==> config.mk <==
export PLATFORM = sky130hd
export DESIGN_NAME = msp_top
export DESIGN_NICKNAME = d
export VERILOG_FILES = /design/src/include/msp_pkg.sv /design/src/logic/msp_top.sv /design/src/logic/msp_pulse_gen.sv
export SDC_FILE = /design/constraint.sdc
export NUM_CORES = 1
export LEC_CHECK = 0
export BUFFER_PORTS_ARGS = -buffer_cell sky130_fd_sc_hd__clkbuf_2
export CORE_ASPECT_RATIO = 1.4
export CORE_MARGIN = 5
export CORE_UTILIZATION = 48
export DETAILED_ROUTE_END_ITERATION = 10
export MAX_ROUTING_LAYER = met4
export PLACE_DENSITY = 0.75
export SETUP_SLACK_MARGIN = 0.4
export SLEW_MARGIN = 10
export SYNTH_ARGS = -nofsm -noshare
export SYNTH_HDL_FRONTEND = slang
export SYNTH_HIERARCHICAL = 1
export SYNTH_SLANG_ARGS = --single-unit
==> constraint.sdc <==
create_clock -name I_SYS_CLK -period 8.2 [get_ports I_SYS_CLK]
set_clock_uncertainty 0.05 [all_clocks]
set_input_delay 1.64 -clock I_SYS_CLK [delete_from_list [all_inputs] [get_ports I_SYS_CLK]]
set_output_delay 1.64 -clock I_SYS_CLK [all_outputs]
set_load 0.02 [all_outputs]
==> src/include/msp_pkg.sv <==
/*
 * Shared constants of the motion sync pulse output block: command codes,
 * settings layout within a settings frame, factory defaults and timing.
 * Assumes a 200 MHz system clock and little-endian byte order on the link.
 */
package msp_pkg;
    // Command codes as 32-bit words, first byte on the link in bits 7:0.
    localparam logic [31:0] CMD_READ = 32'h6F6E7367;
    localparam logic [31:0] CMD_WRITE = 32'h6F6E7373;

    // Frame sizes in bytes.
    localparam int READ_ANSWER_BYTES = 16;
    localparam int WRITE_ECHO_BYTES = 4;
    localparam int WRITE_BODY_BYTES = 12;
    localparam int PAYLOAD_BYTES = 10;

    // Bit positions of the settings fields within the 80-bit payload.
    localparam int POS_FLAGS = 0;
    localparam int POS_WIDTH = 8;
    localparam int POS_PERIOD = 24;
    localparam int POS_WIN_STEPS = 40;
    localparam int POS_WIN_USTEPS = 72;

    // Bits of the output flags field.
    localparam int FLAG_LOGIC_ENABLE = 0;
    localparam int FLAG_FIXED_LEVEL = 1;
    localparam int FLAG_POLARITY_LOW = 2;
    localparam int FLAG_UNIT_STEPS = 3;
    localparam int FLAG_ON_START = 4;
    localparam int FLAG_ON_STOP = 5;
    localparam int FLAG_PERIODIC = 6;

    // Factory default settings.
    localparam logic [7:0] DEF_FLAGS = 8'h00;
    localparam logic [15:0] DEF_WIDTH = 16'h000A;
    localparam logic [15:0] DEF_PERIOD = 16'h0064;
    localparam logic [31:0] DEF_WIN_STEPS = 32'h00000000;
    localparam logic [7:0] DEF_WIN_USTEPS = 8'h00;

    // Checksum seed and reflected polynomial.
    localparam logic [15:0] CRC_INIT = 16'hFFFF;
    localparam logic [15:0] CRC_POLY = 16'hA001;

    // Width time unit is one microsecond.
    localparam int CLK_PERIOD_PS = 5000;
    localparam int WIDTH_UNIT_PS = 1000000;
    localparam int CYC_PER_UNIT = WIDTH_UNIT_PS / CLK_PERIOD_PS;

    typedef enum logic [1:0] {
        MSP_HUNT = 2'b00,
        MSP_BODY = 2'b01,
        MSP_REPLY = 2'b10
    } msp_state_t;
endpackage

==> src/logic/msp_top.sv <==
/*
 * Motion sync pulse output: byte-wide command link for reading and writing
 * the output settings, the settings store, the sync output pin and the
 * target-window check.
 * Assumes bytes arrive with a valid strobe, one byte per accepted cycle, and
 * that motion state, step pulses and position error come from the motion core.
 */
// Notes on behaviour
// RULE1 - Enable flag: pin follows pulse logic.
// RULE2 - Enable clear: pin holds fixed-level flag.
// RULE3 - Polarity flag set makes low active.
// RULE4 - Width counts steps or microseconds by flag.
// RULE5 - Pulse on every movement start.
// RULE6 - Pulse on every movement stop.
// RULE7 - Pulse whenever step count reaches period.
// RULE8 - Read command returns sixteen-byte settings answer.
// RULE9 - Write command stores settings, echoes code.
// RULE10 - Target reached within steps/microsteps window.
// RULE11 - Host opens write with its command code.
// RULE12 - Reads return last written or defaults.
// RULE13 - Settings frames end in checked checksum.
`timescale 1ns/1ps
module msp_top #(
    parameter logic [7:0] FLAGS_DEFAULT = msp_pkg::DEF_FLAGS,
    parameter logic [15:0] WIDTH_DEFAULT = msp_pkg::DEF_WIDTH,
    parameter logic [15:0] PERIOD_DEFAULT = msp_pkg::DEF_PERIOD
) (
    input wire logic I_SYS_CLK,
    input wire logic I_RST,
    input wire logic [7:0] i_RX_DATA,
    input wire logic i_RX_VALID,
    output logic o_RX_READY,
    output logic [7:0] o_TX_DATA,
    output logic o_TX_VALID,
    input wire logic i_TX_READY,
    output logic o_REQ_REJECTED,
    input wire logic i_MOVING,
    input wire logic i_STEP,
    input wire logic i_STEPPER_MOTOR,
    input wire logic signed [31:0] i_POS_ERR_STEPS,
    input wire logic signed [8:0] i_POS_ERR_USTEPS,
    output logic o_SYNC_OUT,
    output logic o_TARGET_REACHED
);
    // Reflected 16-bit checksum over the ten payload bytes, first byte first.
    function automatic logic [15:0] msp_crc(input logic [79:0] d);
        logic [15:0] c;
        c = msp_pkg::CRC_INIT;
        for (int i = 0; i < msp_pkg::PAYLOAD_BYTES; i++) begin
            c = c ^ {8'h00, d[8*i +: 8]};
            for (int b = 0; b < 8; b++) begin
                c = c[0] ? ((c >> 1) ^ msp_pkg::CRC_POLY) : (c >> 1);
            end
        end
        return c;
    endfunction

    msp_pkg::msp_state_t state;
    msp_pkg::msp_state_t next_state;
    logic [31:0] cmd_win;
    logic [31:0] next_cmd_win;
    logic [95:0] body;
    logic [95:0] next_body;
    logic [127:0] tx_buf;
    logic [127:0] next_tx_buf;
    logic [4:0] cnt;
    logic [4:0] next_cnt;
    logic rejected;
    logic next_rejected;
    logic [7:0] flags;
    logic [7:0] next_flags;
    logic [15:0] width;
    logic [15:0] next_width;
    logic [15:0] period;
    logic [15:0] next_period;
    logic [31:0] win_steps;
    logic [31:0] next_win_steps;
    logic [7:0] win_usteps;
    logic [7:0] next_win_usteps;
    logic [79:0] cur_payload;
    logic [15:0] cur_crc;
    logic rx_take;

    assign cur_payload = {win_usteps, win_steps, period, width, flags};
    assign cur_crc = msp_crc(cur_payload);
    // Requests are not taken while an answer is going out.
    assign o_RX_READY = (state != msp_pkg::MSP_REPLY);
    assign rx_take = i_RX_VALID && o_RX_READY;
    assign o_TX_VALID = (state == msp_pkg::MSP_REPLY);
    assign o_TX_DATA = tx_buf[7:0];
    assign o_REQ_REJECTED = rejected;

    // Command parser; the sliding code window resynchronises after junk bytes.
    always_comb begin
        next_state = state;
        next_cmd_win = cmd_win;
        next_body = body;
        next_tx_buf = tx_buf;
        next_cnt = cnt;
        next_rejected = 1'b0;
        next_flags = flags;
        next_width = width;
        next_period = period;
        next_win_steps = win_steps;
        next_win_usteps = win_usteps;
        case (state)
            msp_pkg::MSP_HUNT: begin
                if (rx_take) begin
                    next_cmd_win = {i_RX_DATA, cmd_win[31:8]};
                    if (next_cmd_win == msp_pkg::CMD_READ) begin
                        // Answer carries the stored set and a fresh checksum.
                        next_tx_buf = {cur_crc, cur_payload, msp_pkg::CMD_READ}; // RULE8 RULE12
                        next_cnt = 5'(msp_pkg::READ_ANSWER_BYTES - 1);
                        next_state = msp_pkg::MSP_REPLY;
                    end else if (next_cmd_win == msp_pkg::CMD_WRITE) begin // RULE11
                        next_cnt = '0;
                        next_state = msp_pkg::MSP_BODY;
                    end
                end
            end
            msp_pkg::MSP_BODY: begin
                if (rx_take) begin
                    next_body = {i_RX_DATA, body[95:8]};
                    next_cnt = cnt + 5'h01;
                    if (cnt == 5'(msp_pkg::WRITE_BODY_BYTES - 1)) begin
                        next_cmd_win = '0;
                        if (msp_crc(next_body[79:0]) == next_body[95:80]) begin // RULE13
                            next_flags = next_body[msp_pkg::POS_FLAGS +: 8]; // RULE9
                            next_width = next_body[msp_pkg::POS_WIDTH +: 16];
                            next_period = next_body[msp_pkg::POS_PERIOD +: 16];
                            next_win_steps = next_body[msp_pkg::POS_WIN_STEPS +: 32];
                            next_win_usteps = next_body[msp_pkg::POS_WIN_USTEPS +: 8];
                            next_tx_buf = {96'h0, msp_pkg::CMD_WRITE};
                            next_cnt = 5'(msp_pkg::WRITE_ECHO_BYTES - 1);
                            next_state = msp_pkg::MSP_REPLY;
                        end else begin
                            // A bad frame leaves the settings untouched and gets no answer.
                            next_rejected = 1'b1;
                            next_state = msp_pkg::MSP_HUNT;
                        end
                    end
                end
            end
            msp_pkg::MSP_REPLY: begin
                if (i_TX_READY) begin
                    next_tx_buf = {8'h00, tx_buf[127:8]};
                    next_cnt = cnt - 5'h01;
                    if (cnt == '0) begin
                        next_cmd_win = '0;
                        next_state = msp_pkg::MSP_HUNT;
                    end
                end
            end
            default: begin
                next_state = msp_pkg::MSP_HUNT;
            end
        endcase
    end

    // Link and settings registers; defaults stand until the first good write.
    always_ff @(posedge I_SYS_CLK) begin
        if (I_RST) begin
            state <= msp_pkg::MSP_HUNT;
            cmd_win <= 32'h00000000;
            body <= '0;
            tx_buf <= '0;
            cnt <= 5'h00;
            rejected <= 1'b0;
            flags <= FLAGS_DEFAULT; // RULE12
            width <= WIDTH_DEFAULT;
            period <= PERIOD_DEFAULT;
            win_steps <= msp_pkg::DEF_WIN_STEPS;
            win_usteps <= msp_pkg::DEF_WIN_USTEPS;
        end else begin
            state <= next_state;
            cmd_win <= next_cmd_win;
            body <= next_body;
            tx_buf <= next_tx_buf;
            cnt <= next_cnt;
            rejected <= next_rejected;
            flags <= next_flags;
            width <= next_width;
            period <= next_period;
            win_steps <= next_win_steps;
            win_usteps <= next_win_usteps;
        end
    end

    logic pulse_active;

    msp_pulse_gen #(
        .CNT_W(16)
    ) u_pulse (
        .i_clk(I_SYS_CLK),
        .i_rst(I_RST),
        .i_flags(flags), // RULE5 RULE6
        .i_width(width), // RULE4
        .i_period(period), // RULE7
        .i_moving(i_MOVING),
        .i_step(i_STEP),
        .o_active(pulse_active)
    );

    logic sync_out;
    logic next_sync_out;
    logic reached;
    logic next_reached;
    logic [31:0] abs_steps;
    logic [8:0] abs_usteps;

    // Pin level and window check; both are registered so the pin never glitches.
    always_comb begin
        if (flags[msp_pkg::FLAG_LOGIC_ENABLE]) begin // RULE1
            next_sync_out = pulse_active ^ flags[msp_pkg::FLAG_POLARITY_LOW]; // RULE3
        end else begin
            next_sync_out = flags[msp_pkg::FLAG_FIXED_LEVEL]; // RULE2
        end
        abs_steps = i_POS_ERR_STEPS[31] ? 32'(-i_POS_ERR_STEPS) : i_POS_ERR_STEPS;
        abs_usteps = i_POS_ERR_USTEPS[8] ? 9'(-i_POS_ERR_USTEPS) : i_POS_ERR_USTEPS;
        // Microstep part of the window matters only for stepper motors.
        next_reached = (abs_steps <= win_steps)
            && (!i_STEPPER_MOTOR || abs_usteps <= {1'b0, win_usteps}); // RULE10
    end

    // Pin and window flip-flops; reset leaves the pin low as the default flags ask.
    always_ff @(posedge I_SYS_CLK) begin
        if (I_RST) begin
            sync_out <= 1'b0;
            reached <= 1'b0;
        end else begin
            sync_out <= next_sync_out;
            reached <= next_reached;
        end
    end

    assign o_SYNC_OUT = sync_out;
    assign o_TARGET_REACHED = reached;
endmodule

==> src/logic/msp_pulse_gen.sv <==
/*
 * Sync pulse generator: detects motion start and stop, counts steps for
 * periodic pulses and times each pulse in microseconds or in steps.
 * Assumes motion and step inputs are synchronous to the system clock.
 */
`timescale 1ns/1ps
module msp_pulse_gen #(
    parameter int CNT_W = 16
) (
    input wire logic i_clk,
    input wire logic i_rst,
    input wire logic [7:0] i_flags,
    input wire logic [CNT_W-1:0] i_width,
    input wire logic [CNT_W-1:0] i_period,
    input wire logic i_moving,
    input wire logic i_step,
    output logic o_active
);
    localparam logic [7:0] UNIT_LAST = 8'(msp_pkg::CYC_PER_UNIT - 1);

    logic moving_d;
    logic next_moving_d;
    logic [CNT_W-1:0] per_cnt;
    logic [CNT_W-1:0] next_per_cnt;
    logic [CNT_W-1:0] remain;
    logic [CNT_W-1:0] next_remain;
    logic [7:0] unit_cnt;
    logic [7:0] next_unit_cnt;
    logic active;
    logic next_active;
    logic per_fire;
    logic fire;
    logic tick;

    // Trigger sources and pulse timing; a new trigger restarts the width.
    always_comb begin
        next_moving_d = i_moving;
        next_per_cnt = per_cnt;
        per_fire = 1'b0;
        if (!i_flags[msp_pkg::FLAG_PERIODIC]) begin
            next_per_cnt = '0;
        end else if (i_step) begin
            if (i_period != '0 && per_cnt + 1'b1 >= i_period) begin // RULE7
                per_fire = 1'b1;
                next_per_cnt = '0;
            end else begin
                next_per_cnt = per_cnt + 1'b1;
            end
        end
        fire = per_fire
            | (i_flags[msp_pkg::FLAG_ON_START] & i_moving & ~moving_d) // RULE5
            | (i_flags[msp_pkg::FLAG_ON_STOP] & ~i_moving & moving_d); // RULE6
        next_remain = remain;
        next_unit_cnt = unit_cnt;
        next_active = active;
        tick = 1'b0;
        if (fire && i_width != '0) begin
            next_remain = i_width;
            next_unit_cnt = '0;
            next_active = 1'b1;
        end else if (active) begin
            // Width counts steps or whole microseconds.
            if (i_flags[msp_pkg::FLAG_UNIT_STEPS]) begin // RULE4
                tick = i_step;
            end else if (unit_cnt == UNIT_LAST) begin
                tick = 1'b1;
                next_unit_cnt = '0;
            end else begin
                next_unit_cnt = unit_cnt + 8'h01;
            end
            if (tick) begin
                next_remain = remain - 1'b1;
                if (remain <= 1) begin
                    next_active = 1'b0;
                end
            end
        end
    end

    // State registers.
    always_ff @(posedge i_clk) begin
        if (i_rst) begin
            moving_d <= 1'b0;
            per_cnt <= '0;
            remain <= '0;
            unit_cnt <= 8'h00;
            active <= 1'b0;
        end else begin
            moving_d <= next_moving_d;
            per_cnt <= next_per_cnt;
            remain <= next_remain;
            unit_cnt <= next_unit_cnt;
            active <= next_active;
        end
    end

    assign o_active = active;
endmodule

Word level (Yosys, flattened, before mapping)
Cells that the tools add are included.
{"block": "totals", "reg_bits": 388}
{"block": "op_classes", "n_addsub": 7, "magnitude_cmp": 4, "eq_ne": 16, "n_mux": 210, "n_bitwise": 194, "n_reduce_logical": 24}
{"op": "$mux W16", "count": 164}
{"op": "$mux W128", "count": 6}
{"op": "$not A2 Y3", "count": 160}
{"op": "$pmux W128 S3", "count": 1}
{"op": "$xor A16 B8 Y16", "count": 18}
{"op": "$mux W32", "count": 6}
{"op": "$pmux W32 S3", "count": 1}
{"op": "$eq A32 B31 Y1 const B", "count": 2}
{"op": "$mux W5", "count": 7}
{"op": "$le A32 B32 Y1", "count": 1}
{"op": "$neg A32 Y32", "count": 1}
{"op": "$not A8 Y16", "count": 2}
{"op": "$reduce_bool A16 Y1", "count": 2}
{"op": "$add A16 B1 Y16 const B", "count": 1}
{"op": "$eq A16 B16 Y1", "count": 1}
{"op": "$ge A16 B16 Y1", "count": 1}
{"op": "$le A16 B1 Y1 const B", "count": 1}
{"op": "$mux W2", "count": 8}
{"op": "$sub A16 B1 Y16 const B", "count": 1}
{"op": "$pmux W5 S3", "count": 1}
{"op": "$mux W1", "count": 13}
{"op": "$ne A2 B2 Y1 const B", "count": 6}
{"op": "$reduce_and A6 Y1", "count": 2}
{"op": "$le A9 B8 Y1", "count": 1}
{"op": "other kinds (30)", "count": 48}

Depth between registers and ports, before layout
Gate-level depths: netlist of the first run.
{"block": "logic_depth", "ltp_word": 175, "depth_mapped": 19, "depth_no_buf": 19}

Modules after synthesis
The synthesis of the first run kept the hierarchy.
{"module": "msp_top", "instances": 1, "cells_each": 2212, "area_per_inst_um2": 18652.9, "seq_area_each_um2": 6606.3}
{"module": "msp_pulse_gen", "instances": 1, "cells_each": 352, "area_per_inst_um2": 2921.6, "seq_area_each_um2": 840.8}

Least setup slack after synthesis of the first run
No wires, ideal clock.
{"block": "synth_path", "kind": "input-to-reg", "from": "in i_POS_ERR_STEPS[7]", "to": "reg reached, in the netlist o_TARGET_REACHED", "arrival_time_ps": 5440, "path_slack_ps": 2615, "stages": 16, "cell_sequence": "or4_1 > or3_1 > or3_1 > or2_2 > nand2b_1 > or3_1 > nand2b_1 > o31ai_1 > xnor2_1 > ha_1 > a21o_1 > a21o_1 > a21oi_1 > o21ai_0 > a211o_1 > a221oi_1"}
{"block": "synth_via", "elab_chain_len": 4}
{"element": "start, declared", "line_no": "msp_top.sv:40", "source": "input wire logic signed [31:0] i_POS_ERR_STEPS,"}
{"element": "$neg A32 Y32", "line_no": "msp_top.sv:218", "source": "abs_steps = i_POS_ERR_STEPS[31] ? 32'(-i_POS_ERR_STEPS) : i_POS_ERR_STEPS;"}
{"element": "$mux W32 (*)", "line_no": "msp_top.sv:218"}
{"element": "$le A32 B32 Y1 (*)", "line_no": "msp_top.sv:221", "source": "next_reached = (abs_steps <= win_steps)"}
{"element": "$logic_and A1 B1 Y1 (*)", "line_no": "msp_top.sv:222", "source": "&& (!i_STEPPER_MOTOR || abs_usteps <= {1'b0, win_usteps});"}
{"element": "end signal, assigned", "line_no": "msp_top.sv:232", "source": "reached <= next_reached;"}
{"element": "end, declared", "line_no": "msp_top.sv:206", "source": "logic reached;"}
Mark *: on every way between the ends. The rest lies on a longest branch, timed or not.
A chain may end at the register's enable or synchronous reset.

Worst setup path after layout of the first run
Ends and elaborated chain as after synthesis.

==> run metrics, run 1 <==
detailed-route wire length=roughly 60 mm; Port Buffers=68; number of buffers inserted by hold repair at cts=0; Worst-path clk slew=0.06 ns; Syn Nets=between 2000 and 3000; I/O pin total=69; worst slew pin tran=1.09 ns; sequential area share after synthesis=34.5%; post-synthesis cell count=approximately 2600; syn_area_per_cell=8.41 sq um; die area=~0.05 sq mm; RSZ-0062 raised after global routing=no; CTS Buffer Depth=3; slowest CP cell=or4_1; gpl congestion=between 0.9 and 1; Total Power=just under 0.005 W; Die H=261 um; Max-Cap Viols=0; CP delay by family, top=simple AND/OR/NAND/NOR gates; crit-path max FO=4; vias post-DR=roughly 18000; Post-CTS Setup Bufs=0; Final min period=around 5.4 ns; grt total ovfl=0; # DRC=0; vias in the first global route=17355; Die W=between 150 and 200 um; share of cells above drive strength 1=under 10%; Pre-antenna DRT Iters=5; Hold Fails Final Rpt=0; WHS=~0.42 ns; unique cell type count in the Yosys netlist=slightly below 80; pre-CTS setup slack=2.22 ns; worst path required time=8.59 ns; Final WS setup=approximately 2.8 ns; commonest non-fill, non-tap cell in the layout=dfxtp_1; Arr. time, crit path=5.83 ns; startpoint types=input port; initial antenna violation count=0; drt wl/cell=a little under 20 um; drt via density=a little under 6; pin count of the biggest net entering global routing=191; Util after Layout=51.7%; post-layout net count=between 2000 and 3000; setup violators final=0; Worst setup EP type=register; Initial Util=between 40% and 50%; TNS Setup=0 ns; antenna-violating nets left=0; Inserted Clock Buffers=37; Yosys Warn Count=6; dpl hpwl=42.7 mm; worst min path class=register to register; Antenna Cells=0; Clock Latency Late Sink=0.55 ns; WP buf/inv=1; CTS tree=built; Yosys reg bits=roughly 370; synthesis-to-layout area growth=7.34%; max-slew violation count=0; Crit Path Category=input port to register; core area=between 0.04 and 0.05 sq mm; Sink Count=372; Rel. slew slack=between 20 and 30%; # resized after CTS=0; Mapped Area=0.0216 sq mm; first-pass GRT wire length=93.9 mm; Most used DFF post-synth=dfxtp_1; Post-synth EDFFs=0; Async SR Flop Fraction=0%; pwr dens=211 mW/mm^2; crit-path cells=clkbuf_2, or4_1, or3_1, or3_1, or2_2, nand2b_1, or3_1, nand2b_1, o31ai_1, xnor2_1, ha_1, a21o_1, a21o_1, a21oi_1, o21ai_0, a211o_1, a221oi_1; status=completed; leakage=7.89 nW; H-tree levels=2; crit-path max cell delay=about 0.57 ns; period utilization=between 60% and 70%; most frequent cells in the layout=dfxtp_1 (372), xnor2_1 (308), nand2_1 (306), nor2_1 (269), a21oi_1 (253); Max IR drop VDD=roughly 0.17 mV; DR iter-0 viols=~1600; fmax=roughly 0.18 GHz; Most common cell on crit path=or3_1; Row Count=between 90 and 100; GRT Total Usage=24.2%; Clock Tree Root=clkbuf_16
-- worst register-to-register path, stage by stage (launching register included) --
cell      delay [ns]
dfxtp_1         0.41
xnor2_1         0.48
xnor3_1         0.56
xnor3_1         0.41
xor2_1          0.16
nor4_1          0.28
o211ai_1        0.18
or3_1           0.45
nor4_4          0.14
buf_4           0.45
and2_4          0.72
buf_4           0.54
mux2i_1         0.24
nor2_1          0.05
-- cell usage after synthesis (all sizes together), types with 8 or more instances --
| cell | n | area [sq um] |
|---|---|---|
| a211o | 9 | 78.8 |
| clkbuf | 126 | 473 |
| a221oi | 10 | 93.8 |
| nor2b | 18 | 113 |
| xor2 | 62 | 543 |
| nand4 | 17 | 106 |
| xnor2 | 311 | 2750 |
| nand3 | 118 | 591 |
| nor3 | 45 | 240 |
| inv | 86 | 323 |
| nor4 | 23 | 165 |
| buf | 56 | 327 |
| dfxtp | 372 | 7450 |
| or3 | 15 | 93.8 |
| nand2b | 31 | 194 |
| and2 | 9 | 58.8 |
| a311oi | 80 | 701 |
| o31ai | 13 | 111 |
| a22oi | 8 | 60.1 |
| a21o | 16 | 120 |
| ha | 69 | 863 |
| a21oi | 253 | 1270 |
| nor3b | 24 | 180 |
| a211oi | 12 | 100 |
| o21ai | 21 | 109 |
| nor2 | 269 | 1010 |
| xnor3 | 44 | 991 |
| o21a | 11 | 82.6 |
| mux2i | 44 | 440 |
| nand2 | 306 | 1150 |
-- report_power, final --
group / internal, W / switching [W]
logic: 0.000350 / 0.000736
clock network: 0.000948 / 0.000732
registers: 0.00201 / 0.000113
-- layer usage --
layer / vias to the layer above / share of wire (%) / GRT usage, %
met5: - / 0 / -
met4: 0 / 5.3 / 11.4
met3: 174 / 5.5 / 2.81
met2: 613 / 51 / 42.4
met1: 8703 / 38 / 27.5
li1: 8642 / - / -
-- path summary, 6_finish.rpt --
kind / slack, ns / end / depth (start not counted) / from
setup / recovery: 2.76 / o_TARGET_REACHED$_SDFF_PP0_ / 17 / i_POS_ERR_STEPS[7]
hold / removal: 0.42 / tx_buf[31]$_SDFFE_PP0P_ / 2 / tx_buf[39]$_SDFFE_PP0P_
setup reg to reg: 2.91 / win_usteps[0]$_SDFFE_PP0P_ / 13 / body[17]$_SDFFE_PP0P_
hold reg to reg: 0.42 / tx_buf[31]$_SDFFE_PP0P_ / 2 / tx_buf[39]$_SDFFE_PP0P_
-- logic make-up after synthesis --
family / count (synthesis) / synth area share, %
buf+inv: 269 / 5.22
xor+xnor: 421 / 20.3
compound gates: 473 / 14.2
flops: 372 / 34.5
simple gates: 909 / 19.4
mux: 51 / 2.41
fa+ha+maj: 69 / 4.00
-- flip-flops by register name, summed over array words and instances, names as in the netlist --
register	cells
u_pulse/moving_d	1
u_pulse/unit_cnt	8
o_REQ_REJECTED	1
u_pulse/remain	16
flags	8
tx_buf	128
cmd_win	24
cnt	5
u_pulse/per_cnt	16
state	2
o_TARGET_REACHED	1
win_usteps	8
width	16
u_pulse/o_active	1
win_steps	32
o_SYNC_OUT	1
period	16
body	88
-- through the flow --
step	instances	area, sq um
3_5_place_dp	3027	22000
4_1_cts	3090	23200
5_1_grt	3090	23200
3_3_place_gp	3027	22000
2_1_floorplan	2564	21600
6_report	3090	23200
-- area by class of cell --
cell class              instances  area [sq um]
multi-input cells            1923         13100
flip-flops and latches        372          7450
clock buffers                  55          1040
repair buffers                 81           460
well taps                     564           706
inverters                      87           327
fillers                      4053         21600
clock inverters                 8           121
Note: power is estimated with default switching activity, not from simulation.
==> inputs of run 2 (changes only) <==
==> constraint.sdc (replaced) <==
create_clock -name I_SYS_CLK -period 5.3 [get_ports I_SYS_CLK]
set_clock_uncertainty 0.05 [all_clocks]
set_input_delay 1.06 -clock I_SYS_CLK [delete_from_list [all_inputs] [get_ports I_SYS_CLK]]
set_output_delay 1.06 -clock I_SYS_CLK [all_outputs]
set_load 0.02 [all_outputs]
==> run 2 against run 1 <==
Net effect:
- combinational power rose by 60%
- first-iteration DRC count is 6.4% lower
- power grew 59%
- non-clock buffer count grew 17
- hold slack improved by 0.0013 ns
- design area increased by 1.5%
- count of clock-buffer cells in the layout up 5
- clock power rose by 64%
- sequential power up 55%
- global-route usage unchanged
- sequential share of layout area is 0.47 points lower
- critical path type unchanged
- critical endpoint unchanged
- largest cell class unchanged
==> run metrics, run 2 (synthesis results as in run 1) <==
Crit. Startpoint=i_POS_ERR_STEPS[7]; CTS tree=built; worst min path class=register to register; Sink Count=372 (unchanged); Final WS setup=0.590 ns (-2.17 ns); vias post-DR=18181 (+0.27%); Rel. slew slack=28.5% (+1.1 points); I/O pin total=69 (unchanged); Die W=189 um (unchanged); Row Count=92 (unchanged); # DRC=0 (unchanged); period utilization=between 80% and 90%; leakage=8.07 nW (+2.3%); Logic pwr share=22.3% (about the same); share of cells above drive strength 1=7.93% (+1.0 points); number of flip-flops under the largest register name=128 (unchanged); worst hold path depth=2 (unchanged); top flop regs=tx_buf x128, body x88, win_steps x32; Initial Util=48.2% (unchanged); grt met2 use=42.5% (+0.12 points); commonest non-fill, non-tap cell in the layout=dfxtp_1; pwr dens=331 mW/mm^2 (+57%); die area=0.0493 sq mm (unchanged); Crit Path Category=input port to register; post-layout net count=2645 (+0.69%); crit-path max FO=3 (-1); Max-Cap Viols=0 (unchanged); pin count of the biggest net entering global routing=130 (-32%); antenna-violating nets left=0 (unchanged); dpl hpwl=43.3 mm (+1.5%); Max IR drop VDD=0.267 mV (+58%); core area=0.0448 sq mm (unchanged); met1 usage=27.9% (+0.41 points); pre-CTS setup slack=0.0885 ns (-2.14 ns); Util after Layout=52.5% (+0.77 points); Clock Latency Late Sink=0.55 ns (about the same); number of buffers inserted by hold repair at cts=0 (unchanged); drt wl/cell=19.5 um (+0.41%); status=completed; first-pass GRT wire length=93.7 mm (-0.12%); worst r2r src=body[49]$_SDFFE_PP0P_; TNS Setup=0 ns (unchanged); fill count=4098 (+1.1%); NetSw=0.00247 W (+56%); max-slew violation count=0 (unchanged); startpoint types=input port; Port Buffers=68 (unchanged); Arr. time, crit path=5.11 ns (-0.72 ns); initial antenna violation count=0 (unchanged); WHS=0.419 ns (+0.00134 ns); Min-Delay Startpoint=tx_buf[3]$_SDFFE_PP0P_; Sw Share=31.7% (-0.60 points); most frequent cells in the layout=dfxtp_1 (372), xnor2_1 (308), nand2_1 (306), nor2_1 (269), a21oi_1 (253); sequential share of power=42.2% (-1.2 points); Hold Fails Final Rpt=0 (unchanged); grt total ovfl=0 (unchanged); part of the power in the clock network=35.5% (+1.1 points); drt via density=5.84 (-0.44%); RSZ-0062 raised after global routing=yes; fmax=approximately 0.21 GHz; worst slew pin tran=1.07 ns (-0.0197 ns); Worst setup EP type=register; synthesis-to-layout area growth=8.94%; M3 GR Usage=2.41% (-0.40 points); worst path required time=5.70 ns (-2.89 ns); Antenna Cells=0 (unchanged); DR iter-0 viols=1491 (-6.4%); Pre-antenna DRT Iters=5 (unchanged); Pint=0.00532 W (+61%); H-tree levels=2 (unchanged); Top reg by flops=tx_buf; GRT Total Usage=24.2% (unchanged); gpl congestion=0.943 (+2.5%); Inserted Clock Buffers=38 (+2.7%); setup violators final=0 (unchanged); Die H=261 um (unchanged); Worst-path clk slew=0.06 ns (about the same); gr busiest metal=met2; Clock Tree Root=clkbuf_16; detailed-route wire length=60.8 mm (+1.1%); Final min period=between 4 and 5 ns; vias in the first global route=17201 (-0.89%); CTS Buffer Depth=3 (unchanged); Worst R2R Path Depth=12 (-1)
## run 2: changes by cell type in the layout (fill, tap and decap cells not counted), moves of 2 or more
cell / delta
nand2b_1: -2
buf_12: +5
buf_4: +12
clkbuf_16: +4
clkinv_8: -2
nand2b_4: +2
## run 2: cell type report
cell class | instances | area (sq um) | share of cell area [%]
Clock buffer | 60 | 1150 | 4.88
Clock inverter | 8 | 123 | 0.522
Inverter | 87 | 327 | 1.39
Multi-Input combinational cell | 1923 | 13100 | 55.8
Sequential cell | 372 | 7450 | 31.7
Tap cell | 564 | 706 | 3.00
Timing Repair Buffer | 98 | 651 | 2.77
## run 2: power groups by stage
stage | logic, W | clock network [W] | registers [W]
after global routing | 0.00192 | 0.00291 | 0.00332
after detailed placement | 0.00172 | 0 | 0.00335
final | 0.00174 | 0.00276 | 0.00329
after floorplan | 0.00137 | 0 | 0.00329
after CTS | 0.00172 | 0.00280 | 0.00329
after global placement | 0.00168 | 0 | 0.00334
## run 2: what timing repair did
item	4_1_cts	5_1_grt
buffers inserted	0	0
hold endpoints to repair	0	0
resized for setup	0	2
setup endpoints to repair	0	9
## run 2: per-stage QoR
step / total power, W / cell area [sq um] / cells
CTS: 0.00781 / 23500 / 3112
detailed placement: 0.00507 / 22200 / 3044
global route: 0.00815 / 23500 / 3112
finish: 0.00779 / 23500 / 3112
global placement: 0.00501 / 22200 / 3044
floorplan: 0.00466 / 21600 / 2564
## run 2: path summary, 6_finish.rpt
kind / end / slack, ns
hold reg to reg: tx_buf[3]$_SDFFE_PP0P_ / 0.42
setup / recovery: o_TARGET_REACHED$_SDFF_PP0_ / 0.59
hold / removal: tx_buf[3]$_SDFFE_PP0P_ / 0.42
setup reg to reg: tx_buf[92]$_SDFFE_PP0P_ / 0.69
## run 2: metal layers
metal  up-vias  share of wire (%)
met3       147                5.3
met4         0                4.6
met1      8753                 39
met5         -                  0
li1       8695                  -
met2       586                 51
## run 2: worst max-delay path, cell delays in order
cell and delay [ns]:
clkbuf_2 0.09, or4_4 0.54, or3_1 0.33, or3_1 0.37, or2_2 0.32, nand2b_4 0.16
or3_4 0.39, nand2b_4 0.17, o31ai_4 0.19, xnor2_1 0.17, ha_1 0.28, a21o_1 0.16
a21o_1 0.17, a21oi_1 0.14, o21ai_0 0.10, a211o_1 0.23, a221oi_1 0.24
==> inputs of run 3 (changes only) <==
--- a/config.mk
+++ b/config.mk
@@ -12,6 +12,7 @@
 export DETAILED_ROUTE_END_ITERATION = 10
 export MAX_ROUTING_LAYER = met4
 export PLACE_DENSITY = 0.75
+export RECOVER_POWER = 100
 export SETUP_SLACK_MARGIN = 0.4
 export SLEW_MARGIN = 10
 export SYNTH_ARGS = -nofsm -noshare
==> run 3 against run 2 <==
Net effect:
- the flow now finishes with violations (max-capacitance violations, max-slew violations)
- sequential share of layout area increased by 0.14 points
- count of clock-buffer cells in the layout unchanged
- power fell by 0.24%
- die area did not move
- clock power is essentially flat
- combinational power about the same
- cell count unchanged
==> run metrics, run 3 (synthesis results as in run 1) <==
Rel. slew slack=-82.1% (-110 points); core area=0.0448 sq mm (unchanged); worst min path class=register to register; # DRC=0 (unchanged); Clock Latency Late Sink=0.55 ns (about the same); setup violators final=0 (unchanged); antenna-violating nets left=0 (unchanged); Max-Cap Viols=2 (+2); CP delay by family, top=simple AND/OR/NAND/NOR gates; first-pass GRT wire length=93.7 mm (unchanged); WP buf/inv=1 (unchanged); Worst setup EP type=register; max-slew violation count=174 (+174); synthesis-to-layout area growth=8.46%; gpl congestion=0.943 (unchanged); Reg2Reg Capture Point=tx_buf[15]$_SDFFE_PP0P_; vias post-DR=18203 (+0.12%); die area=0.0493 sq mm (unchanged); grt total ovfl=0 (unchanged); crit-path max cell delay=0.54 ns (about the same); share of cells above drive strength 1=7.06% (-0.86 points); Total Power=0.00777 W (-0.24%); Die H=261 um (unchanged); startpoint types=input port; H-tree levels=2 (unchanged); worst slew pin tran=2.73 ns (+1.66 ns); drt wl/cell=19.6 um (+0.13%); status=complete, but fails checks; Inserted Clock Buffers=38 (unchanged); worst hold path depth=2 (unchanged); pre-CTS setup slack=0.0885 ns (unchanged); Pre-antenna DRT Iters=5 (unchanged); Post-CTS Setup Bufs=0 (unchanged); fmax=0.207 GHz (-2.4%); crit-path cells=clkbuf_2, or4_4, or3_1, or3_1, or2_2, nand2b_4, or3_4, nand2b_4, o31ai_1, xnor2_1, ha_1, a21o_1, a21o_1, a21oi_1, o21ai_0, a211o_1, a221oi_1; I/O pin total=69 (unchanged); period utilization=91.1% (+2.2 points); Hold Fails Final Rpt=0 (unchanged); top flop regs=tx_buf x128, body x88, win_steps x32; worst r2r src=body[49]$_SDFFE_PP0P_; Min-Delay Startpoint=tx_buf[3]$_SDFFE_PP0P_; Die W=189 um (unchanged); commonest non-fill, non-tap cell in the layout=dfxtp_1; Arr. time, crit path=5.21 ns (+0.10 ns); number of flip-flops under the largest register name=128 (unchanged); vias in the first global route=17201 (unchanged); Crit Path Category=input port to register; Top reg by flops=tx_buf; dpl hpwl=43.3 mm (unchanged); Hold EP=tx_buf[3]$_SDFFE_PP0P_; pin count of the biggest net entering global routing=130 (unchanged); Clock Tree Root=clkbuf_16; Sink Count=372 (unchanged); worst reg2reg setup slack=0.52 ns (-0.17 ns); Final min period=4.83 ns (+0.117 ns); Initial Util=48.2% (unchanged); Final WS setup=0.473 ns (-0.117 ns); Worst-path clk slew=0.06 ns (about the same); slowest CP cell=or4_4; Antenna Cells=0 (unchanged); Row Count=92 (unchanged); TNS Setup=0 ns (unchanged); DR iter-0 viols=1523 (+2.1%); final instance area=0.0234 sq mm (-0.45%); CTS Buffer Depth=3 (unchanged); drt via density=5.85 (+0.12%); detailed-route wire length=60.9 mm (+0.13%); pwr dens=332 mW/mm^2 (+0.21%); Max IR drop VDD=0.264 mV (-1.0%); RSZ-0062 raised after global routing=yes; Placed Area=0.0222 sq mm (unchanged); CTS tree=built; leakage=7.99 nW (-1.0%); crit-path max FO=3 (unchanged); post-layout net count=2645 (unchanged); most frequent cells in the layout=dfxtp_1 (372), xnor2_1 (308), nand2_1 (306), nor2_1 (269), a21oi_1 (253); worst path required time=5.69 ns (about the same); GRT Total Usage=24.2% (unchanged); Worst R2R Path Depth=12 (unchanged); failing checks=max-capacitance violations, max-slew violations; initial antenna violation count=0 (unchanged); Port Buffers=68 (unchanged)
## run 3: layout make-up
| class | instances | area, sq um |
|---|---|---|
| Sequential cell | 372 | 7450 |
| Multi-Input combinational cell | 1923 | 13100 |
| Timing Repair Buffer | 98 | 583 |
| Inverter | 87 | 327 |
| Clock buffer | 60 | 1150 |
| Tap cell | 564 | 706 |
| Fill cell | 4119 | 21400 |
| Clock inverter | 8 | 123 |
## run 3: layer usage
metal | vias to the layer above | GRT usage, % | wire length (um)
met4 | 0 | 10.7 | 2850
met1 | 8772 | 27.9 | 23800
li1 | 8697 | - | -
met3 | 153 | 2.41 | 3080
met2 | 581 | 42.5 | 31100
met5 | - | - | 0
## run 3: worst max path at each step
stage,from,endpoint,cells after the start
2_1_floorplan,i_POS_ERR_STEPS[7],o_TARGET_REACHED$_SDFF_PP0_,16
4_1_cts,i_POS_ERR_STEPS[7],o_TARGET_REACHED$_SDFF_PP0_,17
6_report,i_POS_ERR_STEPS[7],o_TARGET_REACHED$_SDFF_PP0_,17
3_3_place_gp,i_POS_ERR_STEPS[7],o_TARGET_REACHED$_SDFF_PP0_,19
5_1_grt,body[49]$_SDFFE_PP0P_,tx_buf[15]$_SDFFE_PP0P_,12
3_5_place_dp,i_POS_ERR_STEPS[7],o_TARGET_REACHED$_SDFF_PP0_,17
## run 3: worst reg2reg max path: cells and delay by family, from the launching register on
family	cells	cell delay, ns
XOR/XNOR	7	2.20
AO/OA/AOI/OAI	2	0.79
flip-flops	1	0.60
AND/OR/NAND/NOR	2	0.55
buffers and inverters	1	0.48
## run 3: per-stage QoR
stage                     hold slack [ns]  cells  util (%)
final                               0.420   3112      52.3
after global routing                0.435   3112      52.3
after CTS                           0.421   3112      52.5
after detailed placement            0.409   3044      49.6
after global placement              0.405   3044      49.6
after floorplan                     0.393   2564         -
## run 3: report_power, final
group          leakage, nW  switching (W)  internal [W]
Sequential            3.00       0.000181       0.00311
Combinational         4.38        0.00116      0.000557
Clock                0.608        0.00113       0.00163
Total                 7.99        0.00247       0.00530
## run 3: repair_timing
item | CTS | global route
endpoints found under the setup margin | 0 | 9
gates resized for setup | 0 | 2
hold buffers | 0 | 0
